<file path="src/asr_pkg.sv">
package asr_pkg;

  // sizes
  localparam int MAX_CHAN = 8;
  localparam int DATA_W = 10;
  localparam int RX_CNT_W = 16;
  localparam int ADDR_W = 8;
  localparam int BUS_W = 32;
  localparam int REV_W = 12;
  localparam int VAR_W = 4;

  // register byte offsets
  localparam logic [ADDR_W-1:0] CHEN_SET_OFS = 8'h10;
  localparam logic [ADDR_W-1:0] CHEN_CLR_OFS = 8'h14;
  localparam logic [ADDR_W-1:0] CHEN_STATE_OFS = 8'h18;
  localparam logic [ADDR_W-1:0] STATUS_OFS = 8'h1C;
  localparam logic [ADDR_W-1:0] LAST_RESULT_OFS = 8'h20;
  localparam logic [ADDR_W-1:0] IRQ_SET_OFS = 8'h24;
  localparam logic [ADDR_W-1:0] IRQ_CLR_OFS = 8'h28;
  localparam logic [ADDR_W-1:0] IRQ_VIEW_OFS = 8'h2C;
  localparam logic [ADDR_W-1:0] CHAN_DATA0_OFS = 8'h30;
  localparam logic [ADDR_W-1:0] CHAN_DATA_LAST_OFS = 8'h4C;
  localparam logic [ADDR_W-1:0] FLAG_CLR_OFS = 8'h50;
  localparam logic [ADDR_W-1:0] REVISION_OFS = 8'hFC;

  // status layout, shared by the irq enable registers
  localparam int EOC_LSB = 0;
  localparam int OVR_LSB = 8;
  localparam int DATA_READY_FLAG_BIT = 16;
  localparam int GOVR_BIT = 17;
  localparam int END_OF_RECEIVE_FLAG_BIT = 18;
  localparam int RECEIVE_BUFFER_FULL_FLAG_BIT = 19;
  localparam int REV_LSB = 0;
  localparam int VAR_LSB = 16;
  localparam logic [BUS_W-1:0] FLAG_MASK = 32'h000F_FFFF;
  localparam logic [BUS_W-1:0] STATUS_RESET = 32'h000C_0000;

  // one finished conversion from the analog core
  typedef struct packed {
    logic valid;
    logic [2:0] chan;
    logic [DATA_W-1:0] data;
  } asr_conv_s;

  // receive counters of the attached dma channel
  typedef struct packed {
    logic [RX_CNT_W-1:0] count;
    logic [RX_CNT_W-1:0] nextCount;
    logic counterWr;
  } asr_rx_s;

  typedef struct packed {
    logic waitReq;
    logic [BUS_W-1:0] rdData;
    logic irq;
    logic [MAX_CHAN-1:0] chanEn;
    logic [MAX_CHAN-1:0] eoc;
    logic [MAX_CHAN-1:0] ovr;
    logic dataReady;
    logic genOvr;
    logic end_of_receive_flag;
    logic receive_buffer_full_flag;
    logic [BUS_W-1:0] irqMask;
    logic [DATA_W-1:0] lastData;
    logic [MAX_CHAN-1:0][DATA_W-1:0] chanData;
  } asr_state_s;

  localparam asr_state_s STATE_RESET = '{waitReq: 1'b1, end_of_receive_flag: 1'b1, receive_buffer_full_flag: 1'b1, default: '0};

endpackage

</file>
<file path="src/asr_status_result.sv">
// Register access over Avalon-MM was left to the implementer.
`timescale 1ns/1ns
// What this block does
// - channel state bit mirrors channel enable
// - rx full when both counters zero
// - end-of-receive sets at zero, clears on counter write
// - general overrun sticky until status read
// - data ready sets on result, clears on read
// - channel overrun sticky until status read
// - conversion done only on enabled channel
// - last result captured every conversion
// - channel result loads only when enabled
// - irq enable set writes ones only
// - irq enable clear writes ones only
// - irq view shows enabled flags
// - revision register read only, no effect
// - channel enable set writes ones only
module asr_status_result
  import asr_pkg::*;
#(
  parameter int NUM_CHAN = 8,
  parameter logic [REV_W-1:0] REVISION_NUM = 12'h100, // arbitrary value
  parameter logic [VAR_W-1:0] VARIANT_NUM = 4'h0 // arbitrary value
) (
  // clock and reset
  input wire logic sys_clk,
  input wire logic rst,
  // avalon-mm slave
  input wire logic [ADDR_W-1:0] avs_address,
  input wire logic avs_read,
  input wire logic avs_write,
  input wire logic [BUS_W-1:0] avs_writedata,
  input wire logic [3:0] avs_byteenable,
  output logic [BUS_W-1:0] avs_readdata,
  output logic avs_waitrequest,
  // analog core
  input asr_conv_s conv,
  output logic [MAX_CHAN-1:0] chanEnable,
  // dma receive counters
  input asr_rx_s rx,
  // interrupt
  output logic irq
);

  if (NUM_CHAN < 1 || NUM_CHAN > MAX_CHAN) begin : g_bad_chan
    $error("NUM_CHAN must lie between 1 and 8");
  end

  localparam logic [MAX_CHAN-1:0] IMPL_MASK = MAX_CHAN'((1 << NUM_CHAN) - 1);

  asr_state_s st;
  asr_state_s nxt;
  logic request;
  logic rdAck;
  logic wrAck;
  logic [BUS_W-1:0] wrData;
  logic [BUS_W-1:0] beMask;
  logic [ADDR_W-1:0] chanOfs;
  logic [2:0] chanIdx;
  logic chanHit;

  function automatic logic [BUS_W-1:0] statusOf(input asr_state_s s);
    logic [BUS_W-1:0] w;
    w = '0;
    w[EOC_LSB +: MAX_CHAN] = s.eoc;
    w[OVR_LSB +: MAX_CHAN] = s.ovr;
    w[DATA_READY_FLAG_BIT] = s.dataReady;
    w[GOVR_BIT] = s.genOvr;
    w[END_OF_RECEIVE_FLAG_BIT] = s.end_of_receive_flag;
    w[RECEIVE_BUFFER_FULL_FLAG_BIT] = s.receive_buffer_full_flag;
    return w;
  endfunction

  assign request = avs_read | avs_write;
  // the master holds the request until it sees waitrequest low
  assign rdAck = avs_read && !st.waitReq;
  assign wrAck = avs_write && !st.waitReq;
  assign beMask = {{8{avs_byteenable[3]}}, {8{avs_byteenable[2]}},
                   {8{avs_byteenable[1]}}, {8{avs_byteenable[0]}}};
  assign wrData = avs_writedata & beMask;
  assign chanOfs = avs_address - CHAN_DATA0_OFS;
  assign chanIdx = chanOfs[4:2];
  assign chanHit = (avs_address >= CHAN_DATA0_OFS) && (avs_address <= CHAN_DATA_LAST_OFS)
                   && (avs_address[1:0] == 2'b00);

  always_comb begin
    nxt = st;

    // bus answer: one wait cycle, then waitrequest low for one cycle
    if (st.waitReq && request) begin
      nxt.waitReq = 1'b0;
      nxt.rdData = '0;
      if (avs_read) begin
        // read side effects act here, where the data is captured, so that
        // an event arriving before the ack cycle is never cleared unseen
        if (chanHit) begin
          nxt.rdData[DATA_W-1:0] = IMPL_MASK[chanIdx] ? st.chanData[chanIdx] : '0;
          nxt.eoc[chanIdx] = 1'b0;
        end else begin
          case (avs_address)
            CHEN_STATE_OFS: nxt.rdData[MAX_CHAN-1:0] = st.chanEn;
            STATUS_OFS: begin
              nxt.rdData = statusOf(st);
              nxt.ovr = '0;
              nxt.genOvr = 1'b0;
            end
            LAST_RESULT_OFS: begin
              nxt.rdData[DATA_W-1:0] = st.lastData;
              nxt.dataReady = 1'b0;
            end
            IRQ_VIEW_OFS: nxt.rdData = st.irqMask;
            REVISION_OFS: begin
              nxt.rdData[REV_LSB +: REV_W] = REVISION_NUM;
              nxt.rdData[VAR_LSB +: VAR_W] = VARIANT_NUM;
            end
            default: nxt.rdData = '0;
          endcase
        end
      end
    end else begin
      nxt.waitReq = 1'b1;
    end

    // writes take effect on the ack edge; clears come before hardware sets
    if (wrAck) begin
      case (avs_address)
        CHEN_SET_OFS: nxt.chanEn = st.chanEn | (wrData[MAX_CHAN-1:0] & IMPL_MASK);
        CHEN_CLR_OFS: nxt.chanEn = st.chanEn & ~wrData[MAX_CHAN-1:0];
        IRQ_SET_OFS: nxt.irqMask = st.irqMask | (wrData & FLAG_MASK);
        IRQ_CLR_OFS: nxt.irqMask = st.irqMask & ~wrData;
        FLAG_CLR_OFS: begin
          nxt.eoc = nxt.eoc & ~wrData[EOC_LSB +: MAX_CHAN];
          nxt.ovr = nxt.ovr & ~wrData[OVR_LSB +: MAX_CHAN];
          nxt.dataReady = nxt.dataReady & ~wrData[DATA_READY_FLAG_BIT];
          nxt.genOvr = nxt.genOvr & ~wrData[GOVR_BIT];
          nxt.end_of_receive_flag = nxt.end_of_receive_flag & ~wrData[END_OF_RECEIVE_FLAG_BIT];
        end
        default: nxt.irqMask = nxt.irqMask;
      endcase
    end

    // dma counters share this clock, so no synchroniser
    nxt.receive_buffer_full_flag = (rx.count == '0) && (rx.nextCount == '0);
    if (rx.counterWr) begin
      nxt.end_of_receive_flag = 1'b0;
    end
    if (rx.count == '0) begin
      nxt.end_of_receive_flag = 1'b1;
    end

    // a finished conversion; sets win over any clear in the same cycle
    if (conv.valid) begin
      if (nxt.dataReady) begin
        nxt.genOvr = 1'b1;
      end
      nxt.dataReady = 1'b1;
      nxt.lastData = conv.data;
      if (nxt.chanEn[conv.chan] && IMPL_MASK[conv.chan]) begin
        if (nxt.eoc[conv.chan]) begin
          nxt.ovr[conv.chan] = 1'b1;
        end
        nxt.eoc[conv.chan] = 1'b1;
        nxt.chanData[conv.chan] = conv.data;
      end
    end

    // a disabled channel never shows done; mid-conversion disable is the
    // caller's hazard and leaves result and overrun as they fall
    nxt.eoc = nxt.eoc & nxt.chanEn;

    nxt.irq = |(statusOf(nxt) & nxt.irqMask);
  end

  always_ff @(posedge sys_clk) begin
    if (rst) begin
      st <= STATE_RESET;
    end else begin
      st <= nxt;
    end
  end

  assign avs_readdata = st.rdData;
  assign avs_waitrequest = st.waitReq;
  assign chanEnable = st.chanEn;
  assign irq = st.irq;

  for (genvar i = 0; i < MAX_CHAN; i++) begin : g_chan_check

  end

  // decode-edge views for the checks below
  logic rdTake;
  logic [BUS_W-1:0] statusNow;
  assign rdTake = avs_read && st.waitReq;
  assign statusNow = statusOf(st);

  for (genvar i = 0; i < MAX_CHAN; i++) begin : g_chan_more

  end
endmodule

</file>
<file path="config.mk">
export PLATFORM = sky130hd
export DESIGN_NAME = asr_status_result
export DESIGN_NICKNAME = d
export VERILOG_FILES = /design/src/asr_pkg.sv /design/src/asr_status_result.sv
export SDC_FILE = /design/constraint.sdc
export NUM_CORES = 1
export LEC_CHECK = 0
export ABC_AREA = 1
export BUFFER_PORTS_ARGS = -buffer_cell sky130_fd_sc_hd__buf_2
export CAP_MARGIN = 20
export CORE_MARGIN = 2
export CORE_UTILIZATION = 30
export CTS_BUF_LIST = sky130_fd_sc_hd__clkbuf_4 sky130_fd_sc_hd__clkbuf_8 sky130_fd_sc_hd__clkbuf_16
export CTS_CLUSTER_SIZE = 40
export DETAILED_ROUTE_END_ITERATION = 8
export GPL_TIMING_DRIVEN = 0
export RECOVER_POWER = 100
export SYNTH_ARGS = -nofsm -noshare
export SYNTH_HDL_FRONTEND = slang
export SYNTH_SLANG_ARGS = --single-unit
</file>
<file path="constraint.sdc">
create_clock -name sys_clk -period 2.1 [get_ports sys_clk]
set_clock_uncertainty 0.2 [all_clocks]
set_input_delay 0.105 -clock sys_clk [delete_from_list [all_inputs] [get_ports sys_clk]]
set_output_delay 0.105 -clock sys_clk [all_outputs]
set_load 0.01 [all_outputs]
</file>
==> results.md, run 1 <==
* P&R area growth vs syn at 48.71%
* Initial antenna violation count at 1
* Critical path endpoint category: flop
* Final Net Count at 1647
* Largest net degree at the start of global routing at 18
* Post-Syn Nets at 1354
* Rows at 62
* R2R setup slack at -0.52 ns
* CP Data Required Time at 2.20 ns
* Reg clk slew, reported paths at 0.07 ns
* Worst R2R Start: avs_waitrequest$_SDFF_PP1_
* DIE AREA at 0.03082 mm²
* Post-Syn Area at 0.008828 mm²
* Clock power share at 40.8%
* Avg Inst Size Synth at 7.012 µm²
* Final worst slack at -0.5311 ns
* Seq/Total Area, Yosys at 41.72%
* Main synth FF type: dfxtp_1
* Core box area at 0.02886 mm²
* Cell-internal power at 5765 µW
* Switch share at 28.81%
* Biggest area consumer among synthesized cells: dfxtp_1
* Share of cells above drive strength 1 at 33.25%
* TritonCTS clock tree: yes
* Period utilization at 125.3%
* Final-report hold violation count at 0
* Power share of the combinational group at 15.0%
* Worst Path Max Fanout at 5
* Final ANT Viol Nets at 0
* Achievable Freq at 380.1 MHz
* Most frequent cell after synthesis: nand2_1
* Critical path arrival at 2.73 ns
* Post-synthesis cell type count at 35
* Die Wd at 175.5 µm
* Final design utilization at 45.50%
* Async S/R FF share, synth at 0%
* Vias in the first global route at 9674
* CP Class: in2reg
* Max-cap viol count at 0
* Clock root buffer: clkbuf_16
* Layout fillers at 2837
* Total gr overflow at 0
* Hold crit path type: in2reg
* Final HPWL DP at 23.93 mm
* Global Route Usage Sum at 22.63%
* Share of the synthesized area in the top cell type at 41.72%
* Total CTS buffers at 17
* Vias per cell at 5.326
* Clk sinks at 184
* Die height at 175.5 µm
* Yosys warnings at 0
* Final setup violation count at 97
* Gpl congestion at 0.9620
* Worst vdd rail ir drop at 609.6 µV
* Startpoint Class: input pin
* Post-synth EDFFs at 0
* Starting Density at 30.59%
* Worst-Margin Slew at 1.445 ns
* Commonest cells post-synth: nand2_1 (208), dfxtp_1 (184), nor2_1 (158)
* DRC viols at 0
* Yosys reg bits at 184
* Unrepaired setup endpoints after global routing: true
* Pwr per Cell Area at 616.8 mW/mm²
* Cells after synthesis at 1259
* H-tree depth at 4
* Seq pwr share at 44.1%
* FF-to-FF path depth at 18
* Max Root-Sink Buffers at 2
* IO buf count at 132
* Status: complete, but fails checks
* Starting DRT DRC Count at 1184
* Reg-to-reg endpoint: irq$_SDFF_PP0_
* Final WL at 37.09 mm
* Clock Latency Late Sink at 0.45 ns
* Leak at 0.005486 µW
* Setup slack at placement at -1.215 ns
* Hold path startpoint: avs_writedata[6]
* Fin crit period at 2.631 ns
* Hold endpoint: chanEnable[6]$_SDFF_PP0_
* Hold depth at 6
* Psw at 2333 µW
* Rel. slew slack at 2.903%
* Failing checks: negative setup slack
* I/O pin cnt at 137
* Drt pass-1 iters at 5
* Max-slew violation count at 0
* Wire per inst at 19.03 µm
* First-pass GRT wire length at 53.79 mm
* DR vias at 10380
* Largest cells by area after synthesis: dfxtp_1 (42%), nand2_1 (8.8%), o21ai_0 (7.5%), a21oi_1 (7.3%), nor2_1 (6.7%)
-- critical path, stage by stage --
cell and delay, ns:
buf_2 0.14, inv_1 0.10, nor3_1 1.14, nand3_2 0.15, nand2_2 0.12, nor2_4 0.07, buf_6 0.13, nand4_1 0.11
buf_6 0.12, nand2_2 0.05, nand2_1 0.05, nand2_1 0.08, nor2_1 0.13, nand3_2 0.07, nor2_1 0.10, nor2_1 0.05
-- layout make-up --
class	count	area (µm²)	area share [%]
multi-input combinational	860	4984	37.96
sequential	184	3687	28.09
timing repair buffer	275	2193	16.71
buffer	109	775.7	5.909
tap	384	480.5	3.660
clock buffer	19	452.9	3.450
inverter	104	410.4	3.126
clock inverter	12	135.1	1.029
timing repair inverter	1	7.507	0.05718
antenna	1	2.502	0.01906
-- logic make-up (layout without fill, tap and decap cells) --
group                  Yosys count  in the layout  share of synthesized area, %
AND/OR/NAND/NOR                497            497                         24.12
AO/OA/AOI/OAI                  363            363                         23.06
buffers and inverters          215            520                         11.10
flip-flops                     184            184                         41.72
other                            0              1                             0
-- through the flow --
stage	total power, µW	TNS (ns)	instances	cell area, µm²	hold slack, ns
after floorplan	4088	-0.04924	1259	8925	-0.01760
after global placement	4417	-114.19	1775	10070	0.1024
after detailed placement	4425	-102.02	1776	10070	0.1054
after CTS	7916	-19.94	1922	12300	0.003764
after global routing	8307	-40.76	1949	13130	0.04586
final	8098	-32.68	1949	13130	0.01256
-- state kept, by name (all words and copies together) (netlist names) --
name,cells
avs_readdata,32
avs_waitrequest,1
chanEnable,8
irq,1
st,142
-- power groups by stage --
stage,Clock (µW),Sequential (µW),Combinational (µW)
2_1_floorplan,0,3640,445
3_3_place_gp,0,3650,769
3_5_place_dp,0,3650,776
4_1_cts,3300,3570,1040
5_1_grt,3440,3580,1290
6_report,3310,3570,1220
-- layer usage --
layer | part of all wire (%) | global-route usage, %
met1 | 41 | 29.36
met2 | 45 | 35.99
met3 | 9.3 | 5.390
met4 | 4.2 | 9.539
met5 | 0 | 0
-- worst max-delay path by stage --
stage                          startpoint        endpoint  slack (ns)  cells after the start
2_1_floorplan  avs_waitrequest$_SDFF_PP1_  irq$_SDFF_PP0_       -0.05                     17
3_3_place_gp               avs_address[1]  irq$_SDFF_PP0_       -1.13                     17
3_5_place_dp               avs_address[1]  irq$_SDFF_PP0_       -1.21                     17
4_1_cts        avs_waitrequest$_SDFF_PP1_  irq$_SDFF_PP0_       -0.37                     18
5_1_grt                          conv[10]  irq$_SDFF_PP0_       -0.66                     17
6_report                         conv[10]  irq$_SDFF_PP0_       -0.53                     16
-- layout by cell type, fill, tap and decap left out, types with 5 or more instances in the layout --
master         instances
o21ai_1               18
nand3_1               53
clkbuf_1              43
nand2_2               27
o22ai_1               31
nand2_1              182
o21ai_2               44
buf_4                 84
o21ai_0               73
o211ai_1              16
nand4_1               14
nor3_1                13
inv_1                 92
nor4_1                 8
nor2_4                22
dlygate4sd3_1         53
a31oi_1               22
nand3_2               18
a21oi_2               63
buf_2                135
nand3_4                5
a32o_1                 8
nand2_4                5
buf_8                 19
a21oi_1               61
clkbuf_16             23
nor2_1               143
buf_6                 24
dfxtp_1              183
a22oi_1                7
clkbuf_8               6
o311ai_0               9
inv_2                  6
buf_12                 5
-- repair_timing --
action                                  4_1_cts  5_1_grt
endpoints found under the setup margin      142      140
buffers inserted                             50       32
hold buffers                                 54        0
resized for setup                           188      180
pin swaps                                    36      108
hold endpoints to repair                    134        0
cloned                                       12        5
No activity file was read; power rests on OpenSTA's default activity.
==> inputs of run 2 (changes only) <==
--- a/config.mk
+++ b/config.mk
@@ -8,9 +8,8 @@
 export ABC_AREA = 1
 export BUFFER_PORTS_ARGS = -buffer_cell sky130_fd_sc_hd__buf_2
 export CAP_MARGIN = 20
-export CORE_MARGIN = 2
 export CORE_UTILIZATION = 30
-export CTS_BUF_LIST = sky130_fd_sc_hd__clkbuf_4 sky130_fd_sc_hd__clkbuf_8 sky130_fd_sc_hd__clkbuf_16
+export CTS_BUF_LIST = sky130_fd_sc_hd__clkbuf_8
 export CTS_CLUSTER_SIZE = 40
 export DETAILED_ROUTE_END_ITERATION = 8
 export GPL_TIMING_DRIVEN = 0
==> run 2 against run 1 <==
  * The run ends with negative hold slack, negative setup slack left
  * Worst hold slack got worse by 0.028 ns
  * Setup slack improved by 0.13 ns
  * Clock-buffer cell count decreased by 2
  * Critical path type is now reg2reg
  * Largest power group unchanged
==> results.md, run 2 (same netlist as run 1, synthesis figures left out) <==
* Final Net Count at 1622 (-1.5%)
* Met2 Use GR at 36.53% (+0.54 points)
* Starting Density at 30.59% (unchanged)
* Period utilization at 119.3% (-6.0 points)
* Max Root-Sink Buffers at 2 (unchanged)
* Total gr overflow at 0 (unchanged)
* DR vias at 10310 (-0.65%)
* TritonCTS clock tree: yes
* Worst vdd rail ir drop at 514.3 µV (-16%)
* First-pass GRT wire length at 53.41 mm (-0.72%)
* CP max stage cell: dfxtp_4
* H-tree depth at 4 (unchanged)
* Hold depth at 7 (+1)
* Clock root buffer: clkbuf_8
* Cell-internal power at 5150 µW (-11%)
* Status: complete, but fails checks
* Gpl congestion at 0.9388 (-2.4%)
* Reg clk slew, reported paths at 0.11 ns (+0.04 ns)
* Total CTS buffers at 17 (unchanged)
* CP Class: reg2reg
* Power consumption at 7429 µW (-8.3%)
* Clock power share at 36.2% (-4.6 points)
* Worst R2R Start: avs_waitrequest$_SDFF_PP1_
* Largest net degree at the start of global routing at 20 (+2)
* Max-cap viol count at 0 (unchanged)
* Leak at 0.005040 µW (-8.1%)
* FF-to-FF path depth at 16 (-2)
* Met3 Use GR at 4.868% (-0.52 points)
* DRC viols at 0 (unchanged)
* DIE AREA at 0.03012 mm² (-2.3%)
* Final WL at 35.90 mm (-3.2%)
* Switch share at 30.69% (+1.9 points)
* Final worst slack at -0.4048 ns (+0.1263 ns)
* Delay of the slowest critical-path stage at 0.37 ns (-0.77 ns)
* Count of buffer and inverter cells on the critical path at 7 (+3)
* Clk sinks at 184 (unchanged)
* Final ANT Viol Nets at 0 (unchanged)
* Setup_tns at -28.60 ns (+4.088 ns)
* Final-report hold violation count at 3 (+3)
* Max-slew violation count at 0 (unchanged)
* Drt pass-1 iters at 7 (+2)
* Critical path endpoint category: flop
* Vias per cell at 5.361 (+0.65%)
* Failing checks: negative hold slack, negative setup slack
* Pwr per Cell Area at 600.5 mW/mm² (-2.6%)
* Seq pwr share at 48.1% (+4.0 points)
* Starting DRT DRC Count at 1130 (-4.6%)
* Achievable Freq at 399.2 MHz (+5.0%)
* Max FFs per register at 142 (unchanged)
* P&R area growth vs syn at 40.14%
* Core box area at 0.02886 mm² (unchanged)
* Unrepaired setup endpoints after global routing: true
* Global route hottest layer: met2
* Rows at 62 (unchanged)
* Die height at 173.5 µm (-1.1%)
* Biggest register: st
* Psw at 2280 µW (-2.3%)
* Global Route met1 Usage at 29.89% (+0.53 points)
* Share of cells above drive strength 1 at 24.42% (-8.8 points)
* Startpoint Class: flop
* I/O pin cnt at 137 (unchanged)
* Critical path arrival at 2.73 ns (about the same)
* Fin crit period at 2.505 ns (-0.1263 ns)
* Initial antenna violation count at 0 (-1)
* Final setup violation count at 108 (+11%)
* WHS at -0.01543 ns (-0.02799 ns)
* Crit path from: avs_waitrequest$_SDFF_PP1_
* Power share of the combinational group at 15.7% (+0.7 points)
* Wire per inst at 18.66 µm (-2.0%)
* IO buf count at 132 (unchanged)
* Final design utilization at 42.87% (-2.6 points)
* Top delay family on crit path: simple AND/OR/NAND/NOR gates
* Worst-Margin Slew at 0.9797 ns (-0.4657 ns)
* Layout fillers at 3019 (+6.4%)
* Hold crit path type: in2reg
* Critical path depth at 16 (unchanged)
* CP Data Required Time at 2.32 ns (+0.12 ns)
* Clock Latency Late Sink at 0.49 ns (+0.04 ns)
* Diodes inserted at 0 (-1)
* Rel. slew slack at 34.69% (+32 points)
* Die Wd at 173.5 µm (-1.1%)
* Worst Path Max Fanout at 7 (+2)
* Crit-path cells: inv_4 > nand2_8 > buf_12 > nor2_4 > nand2_1 > nand3_2 > nand2_2 > nor2_4 > inv_2 > nor2_4 > buf_12 > buf_12 > buf_8 > buf_8 > a21oi_1 > nor2_1
* Vias in the first global route at 9595 (-0.82%)
* Global Route Usage Sum at 22.73% (+0.11 points)
* Area occupied by multi-input gates at 0.004607 mm² (-7.6%)
* Commonest non-fill, non-tap cell in the layout: nand2_1
* Final HPWL DP at 23.98 mm (+0.22%)
* Reg area at 0.003687 mm² (unchanged)
* Most frequent cells in the layout: nand2_1 (194), dfxtp_1 (183), nor2_1 (144)
* Hold path startpoint: avs_writedata[1]
-- run 2: metrics by stage --
stage                     cell area (µm²)  std cells  hold WS [ns]  setup WS, ns
after floorplan                      8925       1259      -0.01760      -0.04920
after global placement              10070       1775        0.1025        -1.132
after detailed placement            10070       1776        0.1061        -1.182
after CTS                           11740       1900      -0.03519       -0.3810
after global routing                12370       1924       0.03819       -0.5517
final                               12370       1924      -0.01543       -0.4048
-- run 2: worst paths after layout --
check                         end  slack [ns]
max           st[14]$_SDFFE_PP0P_       -0.40
min             st[91]$_SDFF_PP0_       -0.02
max reg2reg   st[14]$_SDFFE_PP0P_       -0.40
min reg2reg  st[115]$_SDFFE_PP0P_        0.25
-- run 2: worst min-delay path, cell delays in order --
cell     delay (ns)
buf_2          0.09
nand2_1        0.11
nor2_4         0.06
inv_1          0.05
o21ai_0        0.11
inv_1          0.07
nor2_1         0.03
-- run 2: area by class of cell --
cell class,count,share of cell area (%)
multi-input cells,860,37.24
flip-flops and latches,184,29.80
repair buffers,254,16.42
clock buffers,17,1.891
plain buffers,106,5.825
well taps,384,3.883
clock inverters,15,1.648
inverters,104,3.287
-- run 2: what timing repair did --
| item | 4_1_cts | 5_1_grt |
|---|---|---|
| cloned | 5 | 5 |
| buffers inserted | 18 | 25 |
| hold buffers | 69 | 0 |
| gates resized for setup | 85 | 151 |
| endpoints found under the hold margin | 147 | 0 |
| pin swaps | 10 | 94 |
| setup endpoints to repair | 137 | 140 |
-- run 2: per-layer routing --
metal / wire, µm / part of all wire [%]
met3: 3306 / 9.2
met5: 0 / 0
met4: 1161 / 3.2
met1: 15120 / 42
met2: 16310 / 45
-- run 2: power groups by stage --
stage          clock network (µW)  logic, µW  registers [µW]
6_report                     2690       1160            3580
4_1_cts                      2710        999            3570
5_1_grt                      2840       1230            3580
3_5_place_dp                    0        782            3650
3_3_place_gp                    0        774            3650
2_1_floorplan                   0        445            3640
==> inputs of run 3 (changes only) <==
--- a/config.mk
+++ b/config.mk
@@ -6,13 +6,14 @@
 export NUM_CORES = 1
 export LEC_CHECK = 0
 export ABC_AREA = 1
-export BUFFER_PORTS_ARGS = -buffer_cell sky130_fd_sc_hd__buf_2
+export BUFFER_PORTS_ARGS = -buffer_cell sky130_fd_sc_hd__buf_4
 export CAP_MARGIN = 20
 export CORE_UTILIZATION = 30
 export CTS_BUF_LIST = sky130_fd_sc_hd__clkbuf_8
 export CTS_CLUSTER_SIZE = 40
 export DETAILED_ROUTE_END_ITERATION = 8
 export GPL_TIMING_DRIVEN = 0
+export HOLD_SLACK_MARGIN = 0.08
 export RECOVER_POWER = 100
 export SYNTH_ARGS = -nofsm -noshare
 export SYNTH_HDL_FRONTEND = slang
==> run 3 against run 2 <==
  * The run ends with negative setup slack left
  * Critical endpoint is now irq$_SDFF_PP0_
  * Sequential share of layout area is 0.29 points lower
  * Core utilization is 0.42 points higher
  * Power is 0.51% lower
  * Routed wire length is 1.8% lower
  * Final cell count stayed put
  * Flip-flop and latch count stayed put
  * Via count is 1.3% lower
  * Register-to-register slack better by 0.02 ns
  * Fmax is 0.65% higher
  * Combinational power hardly changed
==> results.md, run 3 (same netlist as run 1, synthesis figures left out) <==
* Period utilization at 118.5% (-0.77 points)
* Max-cap viol count at 0 (unchanged)
* Reg clk slew, reported paths at 0.10 ns (about the same)
* Failing checks: negative setup slack
* Critical path endpoint category: flop
* Max-slew violation count at 0 (unchanged)
* Final WL at 35.26 mm (-1.8%)
* CP Class: reg2reg
* Final-report hold violation count at 0 (-3)
* TritonCTS clock tree: yes
* P&R area growth vs syn at 41.51%
* I/O pin cnt at 137 (unchanged)
* Rel. slew slack at 40.97% (+6.3 points)
* Worst vdd rail ir drop at 382.8 µV (-26%)
* Diodes inserted at 0 (unchanged)
* Count of buffer and inverter cells on the critical path at 4 (-3)
* Total CTS buffers at 17 (unchanged)
* Starting Density at 30.59% (unchanged)
* Biggest register: st
* Clock Latency Late Sink at 0.48 ns (about the same)
* First-pass GRT wire length at 52.65 mm (-1.4%)
* Die Wd at 173.5 µm (unchanged)
* Clk sinks at 184 (unchanged)
* Final ANT Viol Nets at 0 (unchanged)
* Crit-path cells: inv_2 > nand2_4 > buf_12 > clkinv_8 > nand3_2 > o21ai_2 > nand3_2 > nand2_4 > clkinvlp_4 > nand4_1 > nand2_1 > nand2_1 > nand2_1 > nor2_1 > nand3_1 > nor2_1 > nor2_1
* Critical path arrival at 2.63 ns (-0.10 ns)
* Max Root-Sink Buffers at 2 (unchanged)
* H-tree depth at 4 (unchanged)
* Unrepaired setup endpoints after global routing: true
* Power consumption at 7392 µW (-0.51%)
* Global Route Usage Sum at 22.55% (-0.18 points)
* DR vias at 10180 (-1.3%)
* Final setup violation count at 94 (-13%)
* Vias per cell at 5.288 (-1.3%)
* Final HPWL DP at 24.10 mm (+0.49%)
* Most frequent cells in the layout: nand2_1 (192), dfxtp_1 (183), buf_4 (159)
* DIE AREA at 0.03012 mm² (unchanged)
* Fin crit period at 2.489 ns (-0.01624 ns)
* Starting DRT DRC Count at 1011 (-11%)
* Rows at 62 (unchanged)
* Pwr per Cell Area at 591.7 mW/mm² (-1.5%)
* Hold crit path type: in2reg
* Core box area at 0.02886 mm² (unchanged)
* Setup_tns at -21.61 ns (+6.983 ns)
* Initial antenna violation count at 0 (unchanged)
* Clock root buffer: clkbuf_8
* Share of cells above drive strength 1 at 22.21% (-2.2 points)
* IO buf count at 132 (unchanged)
* Wire per inst at 18.32 µm (-1.8%)
* DRC viols at 0 (unchanged)
* Gpl congestion at 0.9560 (+1.8%)
* Commonest non-fill, non-tap cell in the layout: nand2_1
* Die height at 173.5 µm (unchanged)
* Vias in the first global route at 9629 (+0.35%)
* CP Data Required Time at 2.24 ns (-0.08 ns)
* Drt pass-1 iters at 6 (-1)
* CP max stage cell: dfxtp_4
* Top delay family on crit path: simple AND/OR/NAND/NOR gates
* Leak at 0.005062 µW (+0.44%)
* Worst Path Max Fanout at 5 (-2)
* Final Net Count at 1626 (+0.25%)
* Delay of the slowest critical-path stage at 0.36 ns (about the same)
* Startpoint Class: flop
* Status: complete, but fails checks
* Final design utilization at 43.29% (+0.42 points)
* Max FFs per register at 142 (unchanged)
* Final worst slack at -0.3885 ns (+0.01624 ns)
* Worst-Margin Slew at 0.8854 ns (-0.09427 ns)
* Largest net degree at the start of global routing at 17 (-15%)
* Total gr overflow at 0 (unchanged)
* Achievable Freq at 401.8 MHz (+0.65%)
## run 3: worst register-to-register path: stages, from the launching register on
cell	delay [ns]
dfxtp_4	0.36
inv_2	0.06
nand2_4	0.08
buf_12	0.17
clkinv_8	0.06
nand3_2	0.08
o21ai_2	0.21
nand3_2	0.12
nand2_4	0.14
clkinvlp_4	0.14
nand4_1	0.18
nand2_1	0.10
nand2_1	0.11
nand2_1	0.07
nor2_1	0.09
nand3_1	0.08
nor2_1	0.10
nor2_1	0.05
## run 3: per-layer routing
| layer | share of wire, % | track usage [%] |
|---|---|---|
| met1 | 42 | 29.27 |
| met2 | 46 | 36.45 |
| met3 | 8.8 | 4.846 |
| met4 | 3.3 | 8.702 |
| met5 | 0 | 0 |
## run 3: layout make-up
class                   count  area, µm²
plain buffers             108      726.9
clock buffers              18      247.7
clock inverters            10      167.7
fillers                  3009      16360
inverters                 104      410.4
multi-input cells         860       4537
flip-flops and latches    184       3687
well taps                 384      480.5
repair buffers            255       2228
repair inverters            1      7.507
## run 3: through the flow
step                setup WS, ns  instance area [µm²]  instances  hold WS [ns]
floorplan               -0.04920                 8925       1259      -0.01760
global placement          -1.155                10400       1775        0.1016
detailed placement        -1.166                10400       1776        0.1052
CTS                      -0.3788                11910       1903      -0.04230
global route             -0.5346                12490       1924       0.05215
finish                   -0.3885                12490       1924       0.01611
## run 3: worst paths after layout
| check | from | end | slack [ns] | cells after the start |
|---|---|---|---|---|
| hold reg to reg | st[113]$_SDFFE_PP0P_ | st[113]$_SDFFE_PP0P_ | 0.25 | 2 |
| setup / recovery | avs_waitrequest$_SDFF_PP1_ | irq$_SDFF_PP0_ | -0.39 | 17 |
| hold / removal | avs_writedata[3] | st[93]$_SDFF_PP0_ | 0.02 | 7 |
| setup reg to reg | avs_waitrequest$_SDFF_PP1_ | irq$_SDFF_PP0_ | -0.39 | 17 |
## run 3: report_power, final
group | internal, µW | switching (µW)
Sequential | 3540 | 28.5
Clock | 1320 | 1340
Combinational | 494 | 673
Total | 5350 | 2040
## run 3: timing repair
action,4_1_cts,5_1_grt
setup buffers,23,13
cloned,3,7
pin swaps,10,64
endpoints found under the setup margin,136,140
resized for setup,55,136
hold buffers,74,4
hold endpoints to repair,154,5
